$ cat config.mk
export PLATFORM = sky130hd
export DESIGN_NAME = reset_pin_and_mode_select
export DESIGN_NICKNAME = d
export VERILOG_FILES = /design/src/shared/reset_seq_pkg.sv /design/src/design/reset_pin_and_mode_select.sv
export SDC_FILE = /design/constraint.sdc
export NUM_CORES = 1
export LEC_CHECK = 0
export BUFFER_PORTS_ARGS = -buffer_cell sky130_fd_sc_hd__buf_4
export CORE_MARGIN = 2
export CORE_UTILIZATION = 45
export CTS_BUF_LIST = sky130_fd_sc_hd__clkbuf_16
export DETAILED_ROUTE_END_ITERATION = 7
export PLACE_DENSITY = 0.63
export SETUP_SLACK_MARGIN = 0.5
export SYNTH_ARGS = -nofsm -noshare
export SYNTH_HDL_FRONTEND = slang
export SYNTH_SLANG_ARGS = --single-unit
$ cat constraint.sdc
create_clock -name clk_sys -period 2.9 [get_ports clk_sys]
set_input_delay 0.435 -clock clk_sys [delete_from_list [all_inputs] [get_ports clk_sys]]
set_output_delay 0.435 -clock clk_sys [all_outputs]
set_load 0.005 [all_outputs]
$ cat src/shared/reset_seq_pkg.sv
// package: constants and types for the reset pin and mode select sequencer
package reset_seq_pkg;

	localparam int    CLK_HZ           = 125000000;
	localparam int    DRIVE_BUS_CYCLES = 34;
	localparam int    SAMPLE_BUS_CYCLES = 38;
	localparam int    BIT_DEBUG_CYCLES = 16;
	localparam int    SELF_CLOCK_HZ    = 8000000;
	localparam int    CNT_W            = 8;
	localparam int    CAUSE_W          = 4;

	// cause bit positions in the reset cause register
	localparam int    CAUSE_EXT        = 0;
	localparam int    CAUSE_LVD        = 1;
	localparam int    CAUSE_WDOG       = 2;
	localparam int    CAUSE_PIN_FAIL   = 3;

	typedef enum logic [4:0] {
		ST_IDLE    = 5'h01,
		ST_DRIVE   = 5'h02,
		ST_WAIT    = 5'h04,
		ST_RELEASE = 5'h08,
		ST_RUN     = 5'h10
	} seq_state_type;

	typedef struct packed {
		logic lowVolt;
		logic watchdog;
	} int_cause_type;

	typedef struct packed {
		logic in;
		logic out;
		logic oeN;
	} od_pin_type;

	typedef struct packed {
		seq_state_type        state;
		logic [CNT_W-1:0]     count;
		logic [CAUSE_W-1:0]   cause;
		logic                 internalCause;
		logic                 backgroundMode;
		logic                 resetOut;
		logic [3:0]           bitCount;
		logic                 speedup;
		logic                 debugPrev;
	} seq_reg_type;

endpackage

$ cat src/design/reset_pin_and_mode_select.sv
// design: reset pin sequencing, cause capture and mode select sampling
`timescale 1ns/1ps
// Function
// on any reset start, drive reset pin low for 34 bus cycles (35 after rstn, with the extra ST_IDLE cycle)
// after release, sample reset pin level again 38 bus cycles later
// internal cause resets expect post-release pin sample high
// record each reset source in the reset cause register (external bit left clear when an internal source fires in the same cycle)
// outside party may pull reset pin low at any time
// mode pin is mode select in reset, debug pin afterwards
// mode pin high at reset rise selects normal mode
// mode pin low at reset rise selects active background mode
// each debug bit time lasts 16 debug clock cycles
// debug pin is open drain with brief active high speedup pulses
// tools may select the self clock source as debug clock
// self clock source runs the logic through reset startup
// internal reset held until post-release sample, then mode evaluated
module reset_pin_and_mode_select
	import reset_seq_pkg::*;
#(
	parameter int DRIVE_CYCLES  = DRIVE_BUS_CYCLES,
	parameter int SAMPLE_CYCLES = SAMPLE_BUS_CYCLES,
	parameter int BIT_CYCLES    = BIT_DEBUG_CYCLES
) (
	input  wire logic                clk_sys,
	input  wire logic                rstn,
	input  wire logic                resetPinIn,
	output logic                     resetPinOut,
	output logic                     resetPinOeN,
	input  wire logic                debugModeSelectIn,
	output logic                     debugModeSelectOut,
	output logic                     debugModeSelectOeN,
	input  wire logic                debugDriveLow,
	input  wire logic                debugSelfClock,
	input  wire logic                selfClockTick,
	input  wire int_cause_type       intCause,
	output logic                     coreResetN,
	output logic                     backgroundMode,
	output logic                     useSelfClock,
	output logic                     debugBitStrobe,
	output logic [CAUSE_W-1:0]       resetCauseRegister
);

	// ============================================================
	// state
	seq_reg_type r_r;
	seq_reg_type r_nxt;
	logic        anyInternal;
	logic        debugTick;

	assign anyInternal = intCause.lowVolt | intCause.watchdog;
	// debug clock: self clock when tools ask for it, else every bus cycle
	assign debugTick   = debugSelfClock ? selfClockTick : 1'b1;

	// ============================================================
	// sequencer
	always_comb begin
		r_nxt = r_r;
		r_nxt.speedup = 1'b0;
		r_nxt.debugPrev = debugModeSelectIn;
		case (r_r.state)
			ST_IDLE: begin
				r_nxt.state = ST_DRIVE;
				r_nxt.count = '0;
			end
			ST_DRIVE: begin
				// pin held low for the fixed drive window
				if (r_r.count == CNT_W'(DRIVE_CYCLES - 1)) begin
					r_nxt.state = ST_WAIT;
					r_nxt.count = '0;
				end else begin
					r_nxt.count = r_r.count + 1'b1;
				end
			end
			ST_WAIT: begin
				if (r_r.count == CNT_W'(SAMPLE_CYCLES - 1)) begin
					r_nxt.state = ST_RELEASE;
					// internal cause expects the pin high again
					if (r_r.internalCause && !resetPinIn) begin
						r_nxt.cause[CAUSE_PIN_FAIL] = 1'b1;
					end
					// a failed sample is only flagged, so the core is never stuck here
					if (!r_r.internalCause || resetPinIn) begin
						r_nxt.state = ST_RELEASE;
					end
				end else begin
					r_nxt.count = r_r.count + 1'b1;
				end
			end
			ST_RELEASE: begin
				// external reset still low keeps the core held
				if (resetPinIn) begin
					r_nxt.backgroundMode = !debugModeSelectIn;
					r_nxt.resetOut = 1'b1;
					r_nxt.state = ST_RUN;
					r_nxt.bitCount = '0;
				end
			end
			ST_RUN: begin
				if (debugTick) begin
					r_nxt.bitCount = r_r.bitCount + 1'b1;
				end
				// rising edge on debug line: short active high kick
				if (debugModeSelectIn && !r_r.debugPrev) begin
					r_nxt.speedup = 1'b1;
				end
			end
			default: begin
				r_nxt.state = ST_IDLE;
			end
		endcase
		// new reset: external pin low or internal source
		if (r_r.state == ST_RUN && (!resetPinIn || anyInternal)) begin
			r_nxt.state = ST_DRIVE;
			r_nxt.count = '0;
			r_nxt.resetOut = 1'b0;
			r_nxt.internalCause = anyInternal;
			r_nxt.cause = '0;
			r_nxt.cause[CAUSE_EXT]  = !anyInternal;
			r_nxt.cause[CAUSE_LVD]  = intCause.lowVolt;
			r_nxt.cause[CAUSE_WDOG] = intCause.watchdog;
		end
	end

	always_ff @(posedge clk_sys) begin
		if (!rstn) begin
			r_r.state          <= ST_IDLE;
			r_r.count          <= '0;
			r_r.cause          <= CAUSE_W'(1 << CAUSE_EXT);
			r_r.internalCause  <= 1'b0;
			r_r.backgroundMode <= 1'b0;
			r_r.resetOut       <= 1'b0;
			r_r.bitCount       <= '0;
			r_r.speedup        <= 1'b0;
			// idle level of the pulled-up line, so no false edge after reset
			r_r.debugPrev      <= 1'b1;
		end else begin
			r_r <= r_nxt;
		end
	end

	// ============================================================
	// outputs
	// reset pin open drain: data stays low, only the enable moves
	assign resetPinOut        = 1'b0;
	assign resetPinOeN        = !(r_r.state == ST_DRIVE || r_r.state == ST_IDLE);
	assign debugModeSelectOut = r_r.speedup;
	// pin is input only while in reset, debug line afterwards
	assign debugModeSelectOeN = !(r_r.state == ST_RUN && (debugDriveLow || r_r.speedup));
	assign coreResetN         = r_r.resetOut;
	assign backgroundMode     = r_r.backgroundMode;
	// self clock runs the sequence until the core leaves reset
	assign useSelfClock       = !r_r.resetOut;
	assign debugBitStrobe     = r_r.state == ST_RUN && debugTick && (&r_r.bitCount);
	assign resetCauseRegister = r_r.cause;

	// ============================================================
	// checks
	drive_window_a: assert property (@(posedge clk_sys) disable iff (!rstn)
		$rose(r_r.state == ST_DRIVE) |-> !resetPinOeN [*8])
		else $error("reset pin not held low");
	release_sample_a: assert property (@(posedge clk_sys) disable iff (!rstn)
		$rose(r_r.state == ST_WAIT) |-> resetPinOeN [*8])
		else $error("reset pin driven during wait");
	core_held_a: assert property (@(posedge clk_sys) disable iff (!rstn)
		(r_r.state != ST_RUN) |-> !coreResetN)
		else $error("core left reset early");
	mode_latch_a: assert property (@(posedge clk_sys) disable iff (!rstn)
		(r_r.state == ST_RELEASE && resetPinIn && !debugModeSelectIn) |=> backgroundMode)
		else $error("background mode not entered");
	normal_mode_a: assert property (@(posedge clk_sys) disable iff (!rstn)
		(r_r.state == ST_RELEASE && resetPinIn && debugModeSelectIn) |=> !backgroundMode)
		else $error("normal mode not entered");
	cause_ext_a: assert property (@(posedge clk_sys) disable iff (!rstn)
		(r_r.state == ST_RUN && !resetPinIn && !anyInternal) |=> resetCauseRegister[CAUSE_EXT])
		else $error("external cause not recorded");
	pin_input_a: assert property (@(posedge clk_sys) disable iff (!rstn)
		(r_r.state != ST_RUN) |-> debugModeSelectOeN)
		else $error("mode pin driven in reset");
	speedup_pulse_a: assert property (@(posedge clk_sys) disable iff (!rstn)
		!debugModeSelectOut || $past(debugModeSelectIn) && !$past(r_r.debugPrev, 1) ||
		!debugModeSelectOut)
		else $error("speedup pulse without edge");
	bit_strobe_a: assert property (@(posedge clk_sys) disable iff (!rstn)
		(debugBitStrobe && !debugSelfClock && r_r.state == ST_RUN && !$rose(r_r.state == ST_RUN))
		|=> !debugBitStrobe [*8])
		else $error("bit strobe spacing wrong");
	self_clock_a: assert property (@(posedge clk_sys) disable iff (!rstn)
		!coreResetN |-> useSelfClock)
		else $error("self clock not used in reset");
	internal_sample_a: assert property (@(posedge clk_sys) disable iff (!rstn)
		(r_r.state == ST_WAIT && r_r.count == CNT_W'(SAMPLE_CYCLES - 1) && r_r.internalCause
		&& !resetPinIn) |=> resetCauseRegister[CAUSE_PIN_FAIL])
		else $error("pin sample fault not flagged");
	// end points of the timed phases, cause bookkeeping, debug pin drive and bit clock
	drive_end_a: assert property (@(posedge clk_sys) disable iff (!rstn)
		(r_r.state == ST_DRIVE && r_r.count == CNT_W'(DRIVE_CYCLES - 1)) |=> resetPinOeN)
		else $error("reset pin drive window wrong length");
	wait_end_a: assert property (@(posedge clk_sys) disable iff (!rstn)
		(r_r.state == ST_WAIT && r_r.count == CNT_W'(SAMPLE_CYCLES - 1))
		|=> (r_r.state == ST_RELEASE))
		else $error("reset pin sample point missed");
	new_reset_a: assert property (@(posedge clk_sys) disable iff (!rstn)
		(r_r.state == ST_RUN && (!resetPinIn || anyInternal))
		|=> (!resetPinOeN && !coreResetN))
		else $error("new reset not started");
	cause_lvd_a: assert property (@(posedge clk_sys) disable iff (!rstn)
		(r_r.state == ST_RUN && intCause.lowVolt) |=> resetCauseRegister[CAUSE_LVD])
		else $error("low voltage cause not recorded");
	cause_wdog_a: assert property (@(posedge clk_sys) disable iff (!rstn)
		(r_r.state == ST_RUN && intCause.watchdog) |=> resetCauseRegister[CAUSE_WDOG])
		else $error("watchdog cause not recorded");
	sample_ok_a: assert property (@(posedge clk_sys) disable iff (!rstn)
		(r_r.state == ST_WAIT && r_r.count == CNT_W'(SAMPLE_CYCLES - 1) && resetPinIn)
		|=> !resetCauseRegister[CAUSE_PIN_FAIL])
		else $error("pin sample fault flagged wrongly");
	fail_clear_a: assert property (@(posedge clk_sys) disable iff (!rstn)
		(r_r.state == ST_RUN && (!resetPinIn || anyInternal))
		|=> !resetCauseRegister[CAUSE_PIN_FAIL])
		else $error("stale pin fault kept");
	speedup_once_a: assert property (@(posedge clk_sys) disable iff (!rstn)
		debugModeSelectOut |=> !debugModeSelectOut)
		else $error("speedup pulse too long");
	drive_low_a: assert property (@(posedge clk_sys) disable iff (!rstn)
		(r_r.state == ST_RUN && debugDriveLow) |-> !debugModeSelectOeN)
		else $error("debug line not driven");
	self_tick_a: assert property (@(posedge clk_sys) disable iff (!rstn)
		(r_r.state == ST_RUN && debugSelfClock && !selfClockTick) |=> $stable(r_r.bitCount))
		else $error("bit counter ran without self clock tick");

endmodule

## Word-level counts from Yosys, hierarchy flattened

Index checks and enable logic that the tools add are counted.

| word-level totals | value |
|---|---|
| bits in registers | 26 |
| bits of input ports | 9 |
| output and inout bits | 12 |
| word-level logic and storage cells | 75 |

| cells by class | value |
|---|---|
| add/sub/neg operators | 2 |
| equal/unequal tests | 16 |
| muxes and demuxes | 16 |
| bitwise logic cells | 3 |
| reductions and logical operators | 27 |

Operators with widths:

| operator | number |
|---|---|
| $pmux 5 s5 | 1 |
| $pmux 8 s3 | 1 |
| $eq 8x6->1 const B | 2 |
| $mux 8 | 2 |
| $mux 15 | 1 |
| $mux 5 | 3 |
| $reduce_and 4->1 | 3 |
| $ne 2x2->1 const B | 5 |
| $ne 3x3->1 const B | 3 |
| $add 8x1->8 const B | 1 |
| $mux 4 | 2 |
| $pmux 4 s2 | 1 |
| $logic_not 1->1 | 7 |
| $logic_and 1x1->1 | 6 |
| $reduce_and 2->1 | 3 |
| $reduce_and 3->1 | 2 |
| $eq 5x1->1 const B | 1 |
| $eq 5x2->1 const B | 1 |
| $eq 5x3->1 const B | 1 |
| $eq 5x4->1 const B | 1 |
| $eq 5x5->1 const B | 1 |
| $mux 1 | 5 |
| $add 4x1->4 const B | 1 |
| $logic_or 1x1->1 | 3 |
| other kinds (6) | 7 |

## Longest topological paths before layout

| depth | value |
|---|---|
| depth in word-level cells | 6 |
| gate-level depth with buffers | 7 |
| depth with buffers taken out | 7 |

## Worst setup path before layout

Ideal clock, no wire load.

| timing | value |
|---|---|
| path type | reg2reg |
| start point | register r_r[16] (netlist name) |
| end point | register r_r[13] (netlist name) |
| setup time | 0.123 ns |
| arrival | 1.670 ns |
| required time | 2.777 ns |
| path slack | 1.107 ns |
| stages on the path, launching flop included | 6 |
| buffers on the path | 0 |
| clock period less this slack | 1.793 ns |
| cell sequence | dfxtp_1 -> or4b_4 -> or3_4 -> a31oi_4 -> a21o_2 -> o31ai_1 |

| on the way | value |
|---|---|
| cells in the longest elaborated chain, start to end | 3 |
| elaborated cells between the ends (all ways) | 6 |
| classes of those cells | eq/ne: 3; mux: 2; reduce/logical: 1 |

RTL lines:

| what | RTL line | text |
|---|---|---|
| from (decl) | reset_pin_and_mode_select.sv:45 | `seq_reg_type r_r;` |
| from (signal assigned) | reset_pin_and_mode_select.sv:137 | `r_r <= r_nxt;` |
| $eq 8x6->1, on equally long branches | reset_pin_and_mode_select.sv:67, reset_pin_and_mode_select.sv:75 |  |
| $mux 8 or $ne 2x2->1 (tied branches) | - |  |
| $pmux 8 s3 or $reduce_and 2->1 (tied branches) | - |  |

Parallel ways exist; a longest one is shown, timed or not.
A chain may end at the register's enable or synchronous reset.

## Worst setup path in the final report

| timing | value |
|---|---|
| start point | register r_r[25] (netlist name) |
| end point | output port debugBitStrobe |

| on the way | value |
|---|---|
| cells in the longest elaborated chain, start to end | 3 |

RTL lines:

| what | RTL line | text |
|---|---|---|
| $eq 5x5->1 | reset_pin_and_mode_select.sv:153 | `assign debugBitStrobe = r_r.state == ST_RUN && debugTick && (&r_r.bitCount);` |
| $logic_and 1x1->1 (2 in a row) | reset_pin_and_mode_select.sv:153 |  |
| to (decl) | reset_pin_and_mode_select.sv:39 | `output logic debugBitStrobe,` |

Every way passes these cells.

==> results by group <==
Critical path
  • CP endpoint kind: output pin
  • Reg-to-Reg Start: r_r[25]
  • R2r setup slk: 0.92 ns
  • FF-to-FF path depth: 5
  • Worst Path Required: approximately 2.5 ns
  • Critical Path Sink: debugBitStrobe
  • CP Data Arrival Time: 1.71 ns
  • CP startpoint kind: flop
  • Worst setup path startpoint: r_r[25]
  • Crit path max fanout: 5
  • Type of the worst setup path: flop to output pin
  • Worst R2R End: r_r[8]

Timing
  • Final-report setup violation count: 0
  • Final Cycle Share: 74.1%
  • Clock Skew: 0.00163 ns
  • Fin. Hold Viols: 0
  • Worst slew pin tran: ~0.63 ns
  • Final min period: between 2 and 2.5 ns
  • F_max: about 0.47 GHz
  • Fin worst setup slack: about 0.75 ns
  • Slew Limit Fails: 0
  • RSZ-0062 raised after global routing: false
  • Total negative setup slack: 0 ns
  • Fin Hold WS: roughly 0.38 ns
  • Slew margin rel.: 58.0%

Power
  • Power Dens Cells: 591 mW/mm²
  • Leakage: 0.000564 µW
  • Peak VDD IR: about 0.33 mV

Die
  • Die Wd: between 50 and 60 µm
  • FP Rows: 19
  • DIE AREA: about 0.0033 mm²
  • Core box area: between 0.002 and 0.003 mm²
  • Die Height: 57.3 µm
  • Initial Util: about 47%
  • Top Ports: 21

Finish
  • Commonest cells after routing, fill and taps aside: dfxtp_1, nor2_1, buf_4
  • Layout cell share with drive strength beyond 1: slightly below 20%
  • Ant diodes: 0
  • Commonest non-fill, non-tap cell in the layout: dfxtp_1
  • Area grow syn2layout: 17.1%
  • FILL cells: 260
  • Final Net Count: 180

Synth
  • Cells after Synth: approximately 150
  • Post-Syn Area per Cell: around 8.6 µm²
  • Mapped cell area: roughly 0.0013 mm²
  • Distinct cells, synth: 40
  • Register area share after synthesis: around two fifths
  • Yosys warns: 0
  • Synth Register Bits: 26
  • Syn Nets: between 150 and 200

Outcome
  • Status: finished clean

Detailed routing
  • Via count: roughly 1100
  • Final ANT Viol Nets: 0
  • Routed WL per cell: 14.1 µm
  • Uppermost layer routed: met4
  • WL met1: roughly 1200 µm
  • Post-Route WL: 2790 µm
  • Vias per cell: about 5.7
  • DRC Markers: 0
  • Met3 WL: about 130 µm
  • DRT Pass-1 Iters: 4
  • Initial drt markers: 36
  • Met2 WL: between 1000 and 1500 µm

GRT
  • All-Layer GR Usage: between 15 and 20%
  • Vias in the first global route: roughly 1100
  • Antenna violations before repair: 0
  • Maximum number of pins on one net before global-route repair: 14
  • Remaining Overflow, GRT: 0
  • First-pass GRT wire length: between 4000 and 5000 µm

Clocking
  • Max H-tree Level: 1
  • Post-CTS Resized: 0
  • Clock buffer depth: 2
  • Num CTS Buffers: 3
  • CTS Hold Bufs: 0
  • Worst-path clk slew: about 0.060 ns
  • Clk sinks: 26
  • Post-CTS setup buffer count: 0
  • CTS tree: built
  • Worst-Skew Late Latency: between 0.2 and 0.3 ns
  • CTS root buf: clkbuf_16

Flow run
  • MaxCap Viol Count: 0

Placement
  • # port buffers: 19
  • Detail Placement HPWL: approximately 2200 µm
  • Dpl ws: 0.985 ns
  • Routability cong.: roughly 0.83

Worst hold path
  • Hold Crit Class: primary input to flop
per-stage QoR:
step	cell area [µm²]	cells	utilization, %	power [µW]
5_1_grt	1500	197	54.8	926
6_report	1500	197	54.8	885
2_1_floorplan	1280	149	-	526
4_1_cts	1500	197	54.8	887
3_5_place_dp	1420	194	52.0	584
3_3_place_gp	1420	194	52.0	581
synthesized netlist by cell type (all sizes together):
cell type  count  area, µm²
dfxtp         26        521
nor2          19       71.3
nand2         17       63.8
nand3         10       50.1
a21oi          8       40.0
inv            6       22.5
buf            5       37.5
nor3           5       25.0
xnor2          5       43.8
nor4           4       25.0
a31oi          3       33.8
and2           3       20.0
ha             3       37.5
nand4          3       18.8
nor3b          3       27.5
o31ai          3       22.5
xor2           3       26.3
a21o           2       16.3
a22oi          2       15.0
nand2b         2       12.5
o21ai          2       10.0
a311oi         1       8.76
a41o           1       10.0
and3           1       6.26
conb           1       3.75
nand3b         1       7.51
nor2b          1       6.26
nor4b          1       23.8
o211ai         1       7.51
o21a           1       7.51
o22a           1       10.0
or2            1       6.26
or2b           1       7.51
or3            1       11.3
or3b           1       8.76
or4b           1       13.8
logic make-up (layout without fill, tap and decap cells):
group | after synthesis | count (layout) | synth area share (%)
AND/OR/NAND/NOR | 75 | 75 | 31.7
flip-flops | 26 | 26 | 40.7
AO/OA/AOI/OAI | 25 | 25 | 14.2
buffers and inverters | 11 | 28 | 4.70
XOR/XNOR | 8 | 8 | 5.48
adder cells (fa/ha/maj) | 3 | 3 | 2.94
other | 1 | 1 | 0.293
registers in the layout, summed over array words and instances, names as in the netlist:
signal / cells
r_r: 19
debugModeSelectOut: 1
backgroundMode: 1
coreResetN: 1
resetCauseRegister: 4
critical path, cell delays in order, from the launching register on:
cell and delay [ns]:
dfxtp_1 0.43, nor3b_1 0.46, and3_1 0.25, nand2_1 0.09, nor2_1 0.11, buf_4 0.11
how the worst min path moves through the flow:
stage	startpoint	endpoint	depth (start not counted)
finish	debugModeSelectIn	r_r[0]	2
global route	debugModeSelectIn	r_r[0]	2
CTS	debugModeSelectIn	r_r[0]	2
detailed placement	r_r[0]	debugModeSelectOut	1
global placement	r_r[0]	debugModeSelectOut	1
floorplan	r_r[0]	debugModeSelectOut	1
final cells by class:
cell class | count | area, µm² | share of cell area (%)
Multi-Input combinational cell | 112 | 698 | 46.6
Sequential cell | 26 | 520 | 34.8
Timing Repair Buffer | 19 | 143 | 9.52
Clock buffer | 3 | 75.1 | 5.01
Tap cell | 31 | 38.8 | 2.59
Inverter | 6 | 22.5 | 1.50
routing by layer:
layer | GRT usage, % | up-vias
met3 | 3.17 | 7
met5 | 0 | -
met1 | 22.6 | 526
met4 | 9.30 | 0
met2 | 34.2 | 29
li1 | - | 554
power by group:
group	internal, µW	switching, µW
clock network	183	122
logic	76.4	116
registers	369	18.8
total	628	257
Power figures use the tool's default switching activity.
